### src/vsio_cfg.svh
`ifndef VSIO_CFG_SVH
`define VSIO_CFG_SVH
// Register offsets (byte addresses)
`define VSIO_OFF_CTRL    12'h000
`define VSIO_OFF_BORDER  12'h004
`define VSIO_OFF_DOTDIV  12'h008
`define VSIO_OFF_STATUS  12'h00C
`define VSIO_OFF_VIDIN   12'h010
// Control register field positions
`define VSIO_CTRL_OUTSEL 0
`define VSIO_CTRL_ATSRC  1
`define VSIO_CTRL_ATFIX  2
`define VSIO_CTRL_BSW    3
`define VSIO_CTRL_FSC_LO 4
`define VSIO_CTRL_FSC_HI 5
`define VSIO_CTRL_PLLEN  6
// Reset values
`define VSIO_CTRL_RST    7'h00
`define VSIO_BORDER_RST  24'h000000
`define VSIO_DOTDIV_RST  8'h02
// Display timing counts in dot clocks and lines
`define VSIO_H_TOTAL     12'h320
`define VSIO_H_SYNC      12'h060
`define VSIO_H_ACT_BEG   12'h090
`define VSIO_H_ACT_END   12'h310
`define VSIO_V_TOTAL     12'h20D
`define VSIO_V_SYNC      12'h002
`define VSIO_V_ACT_BEG   12'h023
`define VSIO_V_ACT_END   12'h203
`define VSIO_VR_LOWS     2'h3
`endif

### src/vsio_pkg.sv
package vsio_pkg;
   typedef enum logic [1:0] {VR_WATCH = 2'b01, VR_ARMED = 2'b10} vsio_vr_state_t;
   typedef enum logic [1:0] {
      FSC_DIV1 = 2'h0, FSC_DIV2 = 2'h1, FSC_DIV4 = 2'h2, FSC_DIV8 = 2'h3
   } vsio_fsc_div_t;
   typedef logic [7:0] vsio_pix_t;
endpackage

### src/vsio_if.sv
`timescale 1ns/1ps
interface vsio_if;
   logic dot_tick;
   logic hreset_fall;
   logic vreset_in;
   logic hsync;
   logic vsync;
   logic active;
   logic field;
   logic vr_armed;
   modport timing (input dot_tick, hreset_fall, vreset_in,
                   output hsync, vsync, active, field, vr_armed);
   modport ctrl (output dot_tick, hreset_fall, vreset_in,
                 input hsync, vsync, active, field, vr_armed);
endinterface

### src/vsio_timing.sv
`timescale 1ns/1ps
`include "vsio_cfg.svh"
module vsio_timing #(
   parameter logic [11:0] H_TOTAL = `VSIO_H_TOTAL,
   parameter logic [11:0] H_SYNC  = `VSIO_H_SYNC,
   parameter logic [11:0] H_BEG   = `VSIO_H_ACT_BEG,
   parameter logic [11:0] H_END   = `VSIO_H_ACT_END,
   parameter logic [11:0] V_TOTAL = `VSIO_V_TOTAL,
   parameter logic [11:0] V_SYNC  = `VSIO_V_SYNC,
   parameter logic [11:0] V_BEG   = `VSIO_V_ACT_BEG,
   parameter logic [11:0] V_END   = `VSIO_V_ACT_END
) (
   // Clock and reset
   input wire logic   pclk,
   input wire logic   presetn,
   // Timing link to the pin logic
   vsio_if.timing     tif
);
   import vsio_pkg::*;

   generate
      if (H_SYNC == 12'h000 || H_SYNC >= H_BEG || H_END > H_TOTAL || V_END > V_TOTAL) begin : g_bad
         $error("vsio_timing: inconsistent timing parameters");
      end
   endgenerate

   logic [11:0]    hcnt, next_hcnt, vcnt, next_vcnt, smp, next_smp;
   logic [1:0]     lows, next_lows;
   logic           field, next_field, wrap, sample;
   vsio_vr_state_t st, next_st;

   ////////////////////////////////////////////////////////////////////////
   // Counters, vertical reset watcher and field identification
   always_comb begin
      next_hcnt  = hcnt;
      next_vcnt  = vcnt;
      next_smp   = smp;
      next_lows  = lows;
      next_st    = st;
      next_field = field;
      wrap       = tif.dot_tick && (hcnt == H_TOTAL - 12'h001);
      sample     = tif.dot_tick && (smp == H_SYNC - 12'h001);
      if (tif.hreset_fall) begin
         next_hcnt = 12'h000; // RULE13
         next_smp  = 12'h000;
      end else if (tif.dot_tick) begin
         next_hcnt = wrap ? 12'h000 : hcnt + 12'h001;
         next_smp  = sample ? 12'h000 : smp + 12'h001;
      end
      if (wrap && !tif.hreset_fall) begin
         next_vcnt = (vcnt == V_TOTAL - 12'h001) ? 12'h000 : vcnt + 12'h001;
      end
      case (st)
         VR_WATCH: begin
            if (sample && tif.vreset_in) begin
               next_lows = 2'h0; // RULE22
            end else if (sample && lows == `VSIO_VR_LOWS - 2'h1) begin
               next_lows  = 2'h0;
               next_st    = VR_ARMED; // RULE10
               next_field = (hcnt >= {1'b0, H_TOTAL[11:1]}); // RULE11
            end else if (sample) begin
               next_lows = lows + 2'h1;
            end
         end
         VR_ARMED: begin
            if (wrap || tif.hreset_fall) begin
               next_vcnt = 12'h000; // RULE10
               next_st   = VR_WATCH;
            end
         end
         default: next_st = VR_WATCH;
      endcase
   end

   // Counter registers and registered sync and display flags
   always_ff @(posedge pclk or negedge presetn) begin
      if (!presetn) begin
         hcnt         <= 12'h000;
         vcnt         <= 12'h000;
         smp          <= 12'h000;
         lows         <= 2'h0;
         st           <= VR_WATCH;
         field        <= 1'b0;
         tif.hsync    <= 1'b0;
         tif.vsync    <= 1'b0;
         tif.active   <= 1'b0;
         tif.field    <= 1'b0;
         tif.vr_armed <= 1'b0;
      end else begin
         hcnt         <= next_hcnt;
         vcnt         <= next_vcnt;
         smp          <= next_smp;
         lows         <= next_lows;
         st           <= next_st;
         field        <= next_field;
         tif.hsync    <= next_hcnt < H_SYNC;
         tif.vsync    <= next_vcnt < V_SYNC;
         tif.active   <= next_hcnt >= H_BEG && next_hcnt < H_END
                         && next_vcnt >= V_BEG && next_vcnt < V_END;
         tif.field    <= next_field;
         tif.vr_armed <= next_st == VR_ARMED;
      end
   end

   ////////////////////////////////////////////////////////////////////////
   // Checks
   AST_VR_LINE: assert property (@(posedge pclk) disable iff (!presetn) // RULE10
      st == VR_ARMED && tif.dot_tick && hcnt == H_TOTAL - 12'h001 |=> vcnt == 12'h000 && hcnt == 12'h000)
      else $error("vertical counter not reset at line sync start");
   AST_VR_HIGH: assert property (@(posedge pclk) disable iff (!presetn) // RULE22
      st == VR_WATCH && sample && tif.vreset_in |=> lows == 2'h0 && st == VR_WATCH)
      else $error("low sample run not cleared by high sample");
   AST_H_RESET: assert property (@(posedge pclk) disable iff (!presetn) // RULE13
      tif.hreset_fall |=> hcnt == 12'h000 ##1 tif.hsync)
      else $error("horizontal reset did not reach sync start");
endmodule

### src/vsio_top.sv
// Overview of operation
// [RULE1] Subcarrier clock is the dot clock divided by one, two, four or eight.
// [RULE2] Colour, video bus, switch and attribute outputs change with pixel clock.
// [RULE3] Video bus is input only when direction pin high and out select 0.
// [RULE4] With register direction control the pin is held high or left open.
// [RULE5] Video bus packs three six-bit components, red top, blue bottom.
// [RULE6] Switch output is inverted dot switch bit, inverted border switch otherwise.
// [RULE7] Attribute source 0 presents the fixed attribute bit.
// [RULE8] Attribute source 1 presents blue lsb; blue converter lsb copies msb.
// [RULE9] Blanking with attribute source 1 presents border blue lsb.
// [RULE10] Three low vertical reset samples reset vertical count at next line sync.
// [RULE11] Field is identified at vertical reset from composite sync.
// [RULE12] Source avoids vertical reset during active display.
// [RULE13] Horizontal reset fall sets sync start and resets dot phase.
// [RULE14] External sync locks horizontal sync to the horizontal reset input.
// [RULE15] Source avoids horizontal reset during active display.
// [RULE16] Source select low: all from dot clock; high: system reference separate.
// [RULE17] Stable dot clock input and fixed source select level are supplied.
// [RULE18] Without PLL the dot clock input directly drives timing and data.
// [RULE19] Subcarrier PLL mode needs a reference of a subcarrier multiple.
// [RULE20] Memory clock is made from the system reference clock; here only with source select high, else from half_tick.
// [RULE21] Blanking output is asserted throughout the non-display period.
// [RULE22] A high vertical reset sample clears the low sample run.
`timescale 1ns/1ps
`include "vsio_cfg.svh"
module vsio_top (
   // Clock and reset
   input  wire logic               pclk,
   input  wire logic               presetn,
   // APB slave
   input  wire logic [11:0]        paddr,
   input  wire logic               psel,
   input  wire logic               penable,
   input  wire logic               pwrite,
   input  wire logic [31:0]        pwdata,
   output logic      [31:0]        prdata,
   output logic                    pready,
   output logic                    pslverr,
   // Clock pins
   input  wire logic               dot_ref_clock_in,
   input  wire logic               system_ref_clock_in,
   input  wire logic               clock_source_select,
   output logic                    pixel_clock_out,
   output logic                    subcarrier_clock_out,
   output logic                    mem_clock_out,
   // Sync pins
   input  wire logic               vertical_reset_in,
   input  wire logic               horizontal_reset_in,
   output logic                    hsync_out,
   output logic                    vsync_out,
   output logic                    blank_out,
   // Pixel stream from the display pipeline
   input  wire vsio_pkg::vsio_pix_t pix_r,
   input  wire vsio_pkg::vsio_pix_t pix_g,
   input  wire vsio_pkg::vsio_pix_t pix_b,
   input  wire logic               per_dot_switch_bit,
   output vsio_pkg::vsio_pix_t     dac_r,
   output vsio_pkg::vsio_pix_t     dac_g,
   output vsio_pkg::vsio_pix_t     dac_b,
   output logic                    superimpose_switch_out,
   output logic                    attribute_out,
   // External video port
   input  wire logic               video_port_direction_pin,
   input  wire logic [17:0]        ext_video_bus_in,
   output logic      [17:0]        ext_video_bus_out,
   output logic                    ext_video_bus_oe
);
   import vsio_pkg::*;

   vsio_if tif ();

   logic [6:0]    ctrl, next_ctrl;
   logic [23:0]   border, next_border;
   logic [7:0]    dotdiv, next_dotdiv, pll_cnt, next_pll_cnt;
   logic [17:0]   vidin, next_vidin;
   logic [31:0]   next_prdata, rd_val;
   logic          next_pslverr, mapped, wr_en;
   logic          dot_prev, sys_prev, hr_prev;
   logic [3:0]    phase, next_phase;
   logic          half_tick, sys_half, pll_tick, dot_tick, hreset_fall;
   vsio_fsc_div_t ratio;
   vsio_pix_t     c_r, c_g, c_b;

   ////////////////////////////////////////////////////////////////////////
   // APB register decode; zero wait states, error on unmapped address
   always_comb begin
      wr_en  = psel && penable && pwrite;
      mapped = 1'b1;
      rd_val = 32'h00000000;
      case (paddr)
         `VSIO_OFF_CTRL:   rd_val = {25'h0000000, ctrl};
         `VSIO_OFF_BORDER: rd_val = {8'h00, border};
         `VSIO_OFF_DOTDIV: rd_val = {24'h000000, dotdiv};
         `VSIO_OFF_STATUS: rd_val = {27'h0000000, tif.vr_armed, ext_video_bus_oe,
                                     blank_out, tif.field, clock_source_select};
         `VSIO_OFF_VIDIN:  rd_val = {14'h0000, vidin};
         default:          mapped = 1'b0;
      endcase
      next_prdata  = prdata;
      next_pslverr = pslverr;
      if (psel && !penable) begin
         next_prdata  = pwrite ? 32'h00000000 : rd_val;
         next_pslverr = !mapped;
      end
      next_ctrl   = ctrl;
      next_border = border;
      next_dotdiv = dotdiv;
      if (wr_en && paddr == `VSIO_OFF_CTRL) begin
         next_ctrl = pwdata[6:0];
      end
      if (wr_en && paddr == `VSIO_OFF_BORDER) begin
         next_border = pwdata[23:0];
      end
      if (wr_en && paddr == `VSIO_OFF_DOTDIV) begin
         next_dotdiv = (pwdata[7:0] == 8'h00) ? 8'h01 : pwdata[7:0];
      end
   end

   // Register file and bus answer flops
   always_ff @(posedge pclk or negedge presetn) begin
      if (!presetn) begin
         ctrl    <= `VSIO_CTRL_RST;
         border  <= `VSIO_BORDER_RST;
         dotdiv  <= `VSIO_DOTDIV_RST;
         prdata  <= 32'h00000000;
         pslverr <= 1'b0;
         pready  <= 1'b0;
      end else begin
         ctrl    <= next_ctrl;
         border  <= next_border;
         dotdiv  <= next_dotdiv;
         prdata  <= next_prdata;
         pslverr <= next_pslverr;
         pready  <= 1'b1;
      end
   end

   ////////////////////////////////////////////////////////////////////////
   // Clock selection, dot phase and divided clocks
   always_comb begin
      ratio        = vsio_fsc_div_t'(ctrl[`VSIO_CTRL_FSC_HI:`VSIO_CTRL_FSC_LO]);
      pll_tick     = pll_cnt >= dotdiv - 8'h01;
      next_pll_cnt = pll_tick ? 8'h00 : pll_cnt + 8'h01;
      hreset_fall  = hr_prev && !horizontal_reset_in;
      // Without the PLL every input edge is a pixel half period
      half_tick    = ctrl[`VSIO_CTRL_PLLEN] ? pll_tick
                                           : (dot_ref_clock_in ^ dot_prev); // RULE18
      // Source select picks the reference for the memory clock
      sys_half     = clock_source_select ? (system_ref_clock_in ^ sys_prev)
                                         : half_tick; // RULE16
      dot_tick     = half_tick && !phase[0] && !hreset_fall;
      next_phase   = phase;
      if (ctrl[`VSIO_CTRL_PLLEN] && hreset_fall) begin
         next_pll_cnt = 8'h00; // RULE14
      end
      if (hreset_fall) begin
         next_phase = 4'h0; // RULE13
      end else if (half_tick) begin
         next_phase = phase + 4'h1;
      end
   end

   // Pixel and subcarrier clock pins come from the phase counter, memory clock from sys_half
   always_ff @(posedge pclk or negedge presetn) begin
      if (!presetn) begin
         pll_cnt              <= 8'h00;
         phase                <= 4'h0;
         dot_prev             <= 1'b0;
         sys_prev             <= 1'b0;
         hr_prev              <= 1'b1;
         pixel_clock_out      <= 1'b0;
         subcarrier_clock_out <= 1'b0;
         mem_clock_out        <= 1'b0;
      end else begin
         pll_cnt              <= next_pll_cnt;
         phase                <= next_phase;
         dot_prev             <= dot_ref_clock_in;
         sys_prev             <= system_ref_clock_in;
         hr_prev              <= horizontal_reset_in;
         pixel_clock_out      <= next_phase[0];
         subcarrier_clock_out <= next_phase[ratio]; // RULE1
         mem_clock_out        <= mem_clock_out ^ sys_half; // RULE20
      end
   end

   ////////////////////////////////////////////////////////////////////////
   // Display timing
   assign tif.dot_tick    = dot_tick;
   assign tif.hreset_fall = hreset_fall;
   assign tif.vreset_in   = vertical_reset_in;

   vsio_timing u_timing (
      .pclk    (pclk),
      .presetn (presetn),
      .tif     (tif)
   );

   ////////////////////////////////////////////////////////////////////////
   // Pixel output stage
   always_comb begin
      c_r        = tif.active ? pix_r : border[23:16];
      c_g        = tif.active ? pix_g : border[15:8];
      c_b        = tif.active ? pix_b : border[7:0];
      next_vidin = vidin;
      if (dot_tick && !ext_video_bus_oe) begin
         next_vidin = ext_video_bus_in;
      end
   end

   // Everything below except ext_video_bus_oe moves on the rising pixel clock
   always_ff @(posedge pclk or negedge presetn) begin
      if (!presetn) begin
         dac_r                  <= 8'h00;
         dac_g                  <= 8'h00;
         dac_b                  <= 8'h00;
         ext_video_bus_out      <= 18'h00000;
         ext_video_bus_oe       <= 1'b0;
         superimpose_switch_out <= 1'b1;
         attribute_out          <= 1'b0;
         blank_out              <= 1'b1;
         hsync_out              <= 1'b0;
         vsync_out              <= 1'b0;
         vidin                  <= 18'h00000;
      end else begin
         vidin            <= next_vidin;
         // Direction follows the pin and the select bit on the next pclk
         ext_video_bus_oe <= !video_port_direction_pin || ctrl[`VSIO_CTRL_OUTSEL]; // RULE3
         if (dot_tick) begin // RULE2
            dac_r             <= c_r;
            dac_g             <= c_g;
            dac_b             <= ctrl[`VSIO_CTRL_ATSRC] ? {c_b[7:1], c_b[7]} : c_b; // RULE8
            ext_video_bus_out <= {c_r[7:2], c_g[7:2], c_b[7:2]}; // RULE5
            superimpose_switch_out <= tif.active ? !per_dot_switch_bit
                                                 : !ctrl[`VSIO_CTRL_BSW]; // RULE6
            attribute_out     <= ctrl[`VSIO_CTRL_ATSRC] ? c_b[0] // RULE9
                                                        : ctrl[`VSIO_CTRL_ATFIX]; // RULE7
            blank_out         <= !tif.active; // RULE21
            hsync_out         <= tif.hsync;
            vsync_out         <= tif.vsync;
         end
      end
   end

   ////////////////////////////////////////////////////////////////////////
   // Checks
   AST_FSC_DIV1: assert property (@(posedge pclk) disable iff (!presetn) // RULE1
      $past(ratio) == FSC_DIV1 |-> subcarrier_clock_out == pixel_clock_out)
      else $error("subcarrier not equal to pixel clock at ratio one");
   AST_FSC_DIV2: assert property (@(posedge pclk) disable iff (!presetn) // RULE1
      $past(ratio) == FSC_DIV2 && $past(ratio, 2) == FSC_DIV2 && $rose(subcarrier_clock_out)
      && !$past(hreset_fall) |-> !pixel_clock_out)
      else $error("divide by two subcarrier out of step");
   AST_PIX_STEP: assert property (@(posedge pclk) disable iff (!presetn) // RULE2
      $changed(dac_r) || $changed(ext_video_bus_out) |-> $rose(pixel_clock_out))
      else $error("display data changed off the pixel clock");
   AST_DIR: assert property (@(posedge pclk) disable iff (!presetn) // RULE3
      video_port_direction_pin && !ctrl[`VSIO_CTRL_OUTSEL] ##1
      video_port_direction_pin && !ctrl[`VSIO_CTRL_OUTSEL] |=> !ext_video_bus_oe)
      else $error("video bus driven while set to input");
   AST_BUS_FMT: assert property (@(posedge pclk) disable iff (!presetn) // RULE5
      $rose(pixel_clock_out) |-> ext_video_bus_out[17:12] == dac_r[7:2]
      && ext_video_bus_out[11:6] == dac_g[7:2])
      else $error("video bus component packing wrong");
   AST_YS: assert property (@(posedge pclk) disable iff (!presetn) // RULE6
      $rose(pixel_clock_out) && !blank_out |-> superimpose_switch_out == !$past(per_dot_switch_bit))
      else $error("switch output not inverted dot bit");
   AST_AT_FIX: assert property (@(posedge pclk) disable iff (!presetn) // RULE7
      $rose(pixel_clock_out) && !$past(ctrl[`VSIO_CTRL_ATSRC])
      |-> attribute_out == $past(ctrl[`VSIO_CTRL_ATFIX]))
      else $error("attribute not the fixed bit");
   AST_AT_BLSB: assert property (@(posedge pclk) disable iff (!presetn) // RULE8
      $rose(pixel_clock_out) && $past(ctrl[`VSIO_CTRL_ATSRC]) |-> dac_b[0] == dac_b[7])
      else $error("blue converter lsb not copy of msb");
   AST_AT_BLANK: assert property (@(posedge pclk) disable iff (!presetn) // RULE9
      $rose(pixel_clock_out) && $past(ctrl[`VSIO_CTRL_ATSRC]) && blank_out
      |-> attribute_out == $past(border[0]))
      else $error("attribute not border blue lsb in blanking");
   AST_PHASE: assert property (@(posedge pclk) disable iff (!presetn) // RULE13
      hreset_fall |=> !pixel_clock_out && phase == 4'h0)
      else $error("dot phase not reset by horizontal reset");
endmodule

### config.mk
export PLATFORM = sky130hd
export DESIGN_NAME = vsio_top
export DESIGN_NICKNAME = d
export VERILOG_FILES = /design/src/vsio_pkg.sv /design/src/vsio_if.sv /design/src/vsio_timing.sv /design/src/vsio_top.sv
export VERILOG_INCLUDE_DIRS = /design/src
export SDC_FILE = /design/constraint.sdc
export NUM_CORES = 1
export LEC_CHECK = 0
export BUFFER_PORTS_ARGS = -buffer_cell sky130_fd_sc_hd__buf_2
export CORE_MARGIN = 2
export CORE_UTILIZATION = 55
export CTS_BUF_LIST = sky130_fd_sc_hd__clkbuf_16
export CTS_CLUSTER_DIAMETER = 80
export DETAILED_ROUTE_END_ITERATION = 12
export PLACE_DENSITY = 0.86
export SLEW_MARGIN = 20
export SYNTH_ARGS = -nofsm -noshare
export SYNTH_HDL_FRONTEND = slang
export SYNTH_HIERARCHICAL = 1
export SYNTH_SLANG_ARGS = --single-unit
### constraint.sdc
create_clock -name pclk -period 5.7 [get_ports pclk]
set_input_delay 1.71 -clock pclk [delete_from_list [all_inputs] [get_ports pclk]]
set_output_delay 1.71 -clock pclk [all_outputs]
set_load 0.005 [all_outputs]
# == Word-level counts from Yosys, hierarchy flattened ==
# Cells that the tools add are included.
# totals
out_inout_bits,85
reg_bits,202
elab_cells,139
# op_classes
eq_ne,11
muxes,35
add_sub_neg,7
n_lt_le_gt_ge,9
reduce_logical,38
n_bitwise,4
# op_table
op,n
$mux W12,10
$pmux W24 S5,1
$mux W8,6
$add A12 B1 Y12 const B,3
$mux W32,1
$eq A12 B10 Y1 const B,2
$eq A12 B4 Y1 const B,2
$lt A12 B10 Y1 const B,2
$logic_and A1 B1 Y1,19
$eq A12 B3 Y1 const B,1
$eq A12 B5 Y1 const B,1
$eq A12 B7 Y1 const B,1
$ge A12 B6 Y1 const B,1
$ge A12 B8 Y1 const B,1
$ge A12 B9 Y1 const B,1
$logic_not A12 Y1,1
$lt A12 B2 Y1 const B,1
$lt A12 B7 Y1 const B,1
$mux W2,6
$logic_not A1 Y1,10
$add A8 B1 Y8 const B,1
$ge A8 B8 Y1,1
$logic_not A8 Y1,1
$mux W4,2
17 further kinds,28

# == Logic depth before layout (Yosys ltp) ==
# logic_depth
depth_word,13
ltp_mapped,23

# == Cells and area by module ==
# The synthesis kept the hierarchy.
# modules_own_cells
module,cells_per_inst,area_per_inst_um2,seq_area_each_um2,n_inst
vsio_top,542,6097.1,3258.1,1
vsio_timing,299,2658.8,1127.3,1

# == Worst setup path before layout ==
# Ideal clock, no wire load.
# synth_path
path_kind,reg2reg
startpoint,register dotdiv[1]
endpoint,register u_timing.tif.active
path_slack_ps,617
arrival_ps,4971
n_path_buf,3
synth_period_minus_slack_ps,5083
t_required_ps,5589
path_stages_with_launch,24
cell_sequence,dfstp_2 > inv_1 > ha_1 > nand2_1 > nor3_1 > xnor2_1 > ha_1 > and4_1 > o21ai_0 > o311a_1 > nor2_1 > ha_1 > nand2b_1 > clkbuf_1 > inv_1 > clkbuf_1 > nand3_1 > or4_1 > buf_2 > or3_4 > mux2_4 > and2_1 > nand4_1 > a2111oi_2
# synth_via
elab_chain_len,13
# synth_lines
element,line_no,text
start: declaration,vsio_top.sv:74,"logic [7:0] dotdiv, next_dotdiv, pll_cnt, next_pll_cnt;"
start signal: assignment,vsio_top.sv:124,dotdiv <= `VSIO_DOTDIV_RST;
start signal: assignment,vsio_top.sv:131,dotdiv <= next_dotdiv;
$sub A8 B1 Y8 (*),vsio_top.sv:142,pll_tick = pll_cnt >= dotdiv - 8'h01;
$ge A8 B8 Y1 (*),vsio_top.sv:142,
$mux W1 (*),vsio_top.sv:146,half_tick = ctrl[`VSIO_CTRL_PLLEN] ? pll_tick
$logic_and A1 B1 Y1 (*) (2 in series),vsio_top.sv:151,dot_tick = half_tick && !phase[0] && !hreset_fall;
net dot_tick,vsio_top.sv:80,"logic half_tick, sys_half, pll_tick, dot_tick, hreset_fall;"
$logic_and A1 B1 Y1,vsio_timing.sv:41,wrap = tif.dot_tick && (hcnt == H_TOTAL - 12'h001);
$mux W12 or $logic_and A1 B1 Y1 (tied branches),"vsio_timing.sv:47, vsio_timing.sv:50",
$mux W12 (on tied branches),"vsio_timing.sv:46, vsio_timing.sv:50",
$mux W12 (on tied branches),"vsio_timing.sv:43, vsio_timing.sv:66",
"$ge A12 B8 Y1, or another cell as far along",vsio_timing.sv:98,tif.active <= next_hcnt >= H_BEG && next_hcnt < H_END
$logic_and A1 B1 Y1 or $ge A12 B6 Y1 (tied branches),"vsio_timing.sv:98, vsio_timing.sv:99",
$logic_and A1 B1 Y1,vsio_timing.sv:99,&& next_vcnt >= V_BEG && next_vcnt < V_END;
$logic_and A1 B1 Y1 (*),vsio_timing.sv:99,
end signal: assignment,vsio_timing.sv:98,
end: declaration,vsio_if.sv:12,"output hsync, vsync, active, field, vr_armed);"
# The timed path passes the listed nets; every way through them passes the cells marked *.
# A chain may end at the register's enable or synchronous reset.

# == Final worst setup path ==
# layout_path
startpoint,register dotdiv[0]
endpoint,register u_timing.tif.active
# layout_via
elab_chain_len,13
# layout_lines
element,line_no,text
$sub A8 B1 Y8 (*),vsio_top.sv:142,
$ge A8 B8 Y1 (*),vsio_top.sv:142,
$mux W1 (*),vsio_top.sv:146,
$logic_and A1 B1 Y1 (*) (2 in series),vsio_top.sv:151,
net dot_tick,vsio_top.sv:80,
$logic_and A1 B1 Y1 (*),vsio_timing.sv:41,
$logic_and A1 B1 Y1,vsio_timing.sv:50,if (wrap && !tif.hreset_fall) begin
$mux W12,vsio_timing.sv:50,
$mux W12,vsio_timing.sv:66,if (wrap || tif.hreset_fall) begin
$mux W12 (*),vsio_timing.sv:53,case (st)
net u_timing.next_vcnt[9],vsio_timing.sv:27,"logic [11:0] hcnt, next_hcnt, vcnt, next_vcnt, smp, next_smp;"
$ge A12 B6 Y1,vsio_timing.sv:99,
$logic_and A1 B1 Y1,vsio_timing.sv:99,
$logic_and A1 B1 Y1 (*),vsio_timing.sv:99,
# Marked as above.

==> metrics.md <==
| Metric | Value |
|---|---|
| Slew Limit Headroom | 38.4% |
| Hold path start | u_timing/tif.hsync |
| Final nets | 1,099 |
| DR pass1 iterations | 6 |
| Async S/R FF share, synth | 100% |
| Largest area contributor in the netlist | dfrtp_1 |
| Placed insts | 1,179 |
| Clock slew at reported path FFs | 0.07 ns |
| CTS Buffer Depth | 2 |
| Sequential share of the synthesized area | 50.1% |
| Setup TNS | 0 ns |
| Vias in the first global route | 6,736 |
| Core area | 0.0157 mm2 |
| Reg2Reg Setup Slack | 0.41 ns |
| Remaining DRCs | 0 |
| Setup crit start kind | register |
| CTS tree | yes |
| Area Overhead vs Synth | 17.7% |
| Worst hold path endpoint | hsync_out |
| Fin Clk Skew | 0.00888 ns |
| Critical path arrival | 5.60 ns |
| Final Max Slew Viols | 0 |
| Die W | 130 um |
| Core Rows | 46 |
| DR vias/cell | 5.84 |
| Min-delay worst type | register to register |
| Reg2Reg Depth | 20 |
| Final WS setup | 0.408 ns |
| RSZ-0062 raised after global routing | false |
| Grt ovf | 0 |
| Port bufs | 166 |
| Synth Flop Type | dfrtp_1 |
| Share of the cycle needed by the critical path after routing | 92.8% |
| Synth cell count leaders | dfrtp_1, nand2_1, o21ai_0 |
| Largest net degree at the start of global routing | 115 |
| Initial antenna violation count | 0 |
| Cell with the most instances after synthesis | dfrtp_1 |
| Vias | 7,069 |
| Comb pwr share | 12.3% |
| DR iter-0 viols | 463 |
| Critical R2R Launch | dotdiv[0] |
| Final Wtd Congestion | 0.879 |
| DRT Wirelength | 21,800 um |
| Total track usage | 25.6% |
| Post-DP HPWL | 15,200 um |
| Synth top area cells | dfrtp_1, mux2_2, nand2_1, mux2i_1, o21ai_0 |
| Static leakage | 4.92 nW |
| FILL cells | 1,171 |
| Pint | 2.33 mW |
| Endpoint class of the critical path | register |
| Switching part of the total | 26.0% |
| Max Fclk | 189 MHz |
| Syn Inst Count | 841 |
| Clock sink count | 175 |
| Initial Utilization | 55.7% |
| Final hold vios | 0 |
| Hold-fix buffers, CTS | 0 |
| Setup violators final | 0 |
| Setup WS pre-CTS | 0.474 ns |
| PD cells | 305 mW/mm2 |
| Final min period | 5.29 ns |
| First-pass GRT wire length | 33,700 um |
| Cts bufs inserted | 17 |
| Status | complete, no violations |
| Design Area, Final | 0.0103 mm2 |
| WS Path Type | register to register |
| CP Max Fanout | 7 |
| Share of layout cells above drive strength 1 | 27.2% |
| Latest clock arrival within the worst-skew pair | 0.43 ns |
| Die Y | 130 um |
| Final cell count without fillers | 1,211 |
| Syn Area/Cell | 10.4 um2 |
| Final Util | 65.6% |
| Worst EP required | 6.00 ns |
| Max-cap violations | 0 |
| Total Die Area | 0.0169 mm2 |
| I/O pin total | 183 |
| ANT cells | 0 |
| Reg2reg end | u_timing/tif.active |
| Sw power | 0.819 mW |
| Tightest Pin Transition | 0.924 ns |
| Post-route ant nets | 0 |
| Reg power frac | 46.6% |
| FF+latch count, synth | 175 |
| Maximum VDD drop | 214 uV |
| Placed Area | 0.00964 mm2 |
| Yosys top cell area share | 48.6% |
| CTS H-tree depth | 4 |
| EDFF count, synth | 0 |
| Synthesized area | 0.00876 mm2 |
| Average routed wire per standard cell | 18.0 um |
| Hold path cells | 2 |
| Synthesis Warnings | 6 |
| Netlist cell types | 65 |
| Root buffer cell | clkbuf_16 |
| Part of the power in the clock network | 41.2% |
==> repair_timing <==
action                     in CTS  in global routing
setup buffers                   0                  0
setup endpoints to repair       0                  1
gates resized for setup         0                  1
==> flip-flops by register name (all words and copies together) (netlist names), 2 cells and up <==
register           count
dac_b                  7
dotdiv                 8
u_timing/smp          12
u_timing/hcnt         12
border                24
pll_cnt                8
dac_g                  7
prdata                24
u_timing/lows          2
ctrl                   7
u_timing/vcnt         12
ext_video_bus_out      2
dac_r                  8
vidin                 18
phase                  4
u_timing/st            2
==> routing by layer <==
| layer | share of wire [%] | up-vias | GRT usage [%] |
|---|---|---|---|
| li1 | - | 3243 | - |
| met1 | 39 | 3477 | 31.1 |
| met2 | 51 | 292 | 44.5 |
| met3 | 7.1 | 57 | 5.45 |
| met4 | 2.7 | 0 | 10.5 |
| met5 | 0 | - | 0 |
==> worst max-delay path, cell delays in order (launching register included) <==
cell,delay [ns]
dfrtp_1,0.41
inv_1,0.17
ha_1,0.22
nand2_1,0.10
nor3_1,0.19
xnor2_1,0.10
ha_1,0.30
and4_1,0.19
o21ai_0,0.11
o311a_1,0.44
nor2_1,0.27
ha_1,0.26
nand2b_2,0.07
inv_1,0.07
nand3_1,0.19
or4_1,0.68
a21boi_2,0.37
nor3_1,0.22
nor4_1,0.33
nor3_1,0.12
a2111oi_2,0.36
==> power groups by stage <==
stage | Sequential (mW) | Combinational [mW] | Clock [mW]
2_1_floorplan | 1.46 | 0.241 | 0
3_3_place_gp | 1.48 | 0.362 | 0
3_5_place_dp | 1.48 | 0.380 | 0
4_1_cts | 1.46 | 0.389 | 1.31
5_1_grt | 1.48 | 0.430 | 1.36
6_report | 1.47 | 0.386 | 1.30
==> kinds of logic after synthesis <==
family,share of synthesized area (%)
compound gates,10.4
xor+xnor,4.10
fa+ha+maj,2.72
buf+inv,4.86
flops,50.1
mux,11.3
other cells,0.0858
simple gates,16.4
==> per-stage QoR <==
| stage | hold WS (ns) | power [mW] |
|---|---|---|
| 2_1_floorplan | 0.414 | 1.70 |
| 6_report | 0.448 | 3.15 |
| 5_1_grt | 0.479 | 3.27 |
| 4_1_cts | 0.461 | 3.16 |
| 3_3_place_gp | 0.431 | 1.84 |
| 3_5_place_dp | 0.437 | 1.86 |
==> how the worst max path moves through the flow <==
stage                                to              from  cells after the start  slack, ns
floorplan           u_timing/tif.active         dotdiv[1]                     23       0.62
global placement    u_timing/tif.active  dot_ref_clock_in                     14       0.54
detailed placement  u_timing/tif.active         dotdiv[0]                     20       0.47
CTS                 u_timing/tif.active         dotdiv[0]                     20       0.38
global route        u_timing/tif.active         dotdiv[0]                     20       0.02
finish              u_timing/tif.active         dotdiv[0]                     20       0.41
==> cells in the final DEF, fill, tap and decap left out, types with 22 or more instances in the layout <==
cell and count:
buf_2 165, dfrtp_1 170, mux2_2 39, mux2i_1 31
nand2_1 94, nand3_1 27, nor2_1 61, o21ai_0 62
xnor2_1 22
==> layout make-up <==
| class | count | area, um2 | share of cell area [%] |
|---|---|---|---|
| timing repair buffer | 176 | 940 | 9.12 |
| sequential | 175 | 4390 | 42.6 |
| clock buffer | 17 | 425 | 4.13 |
| clock inverter | 15 | 230 | 2.23 |
| multi-input combinational | 592 | 3980 | 38.6 |
| tap | 216 | 270 | 2.62 |
| inverter | 20 | 75.1 | 0.728 |
Power figures use the tool's default switching activity.
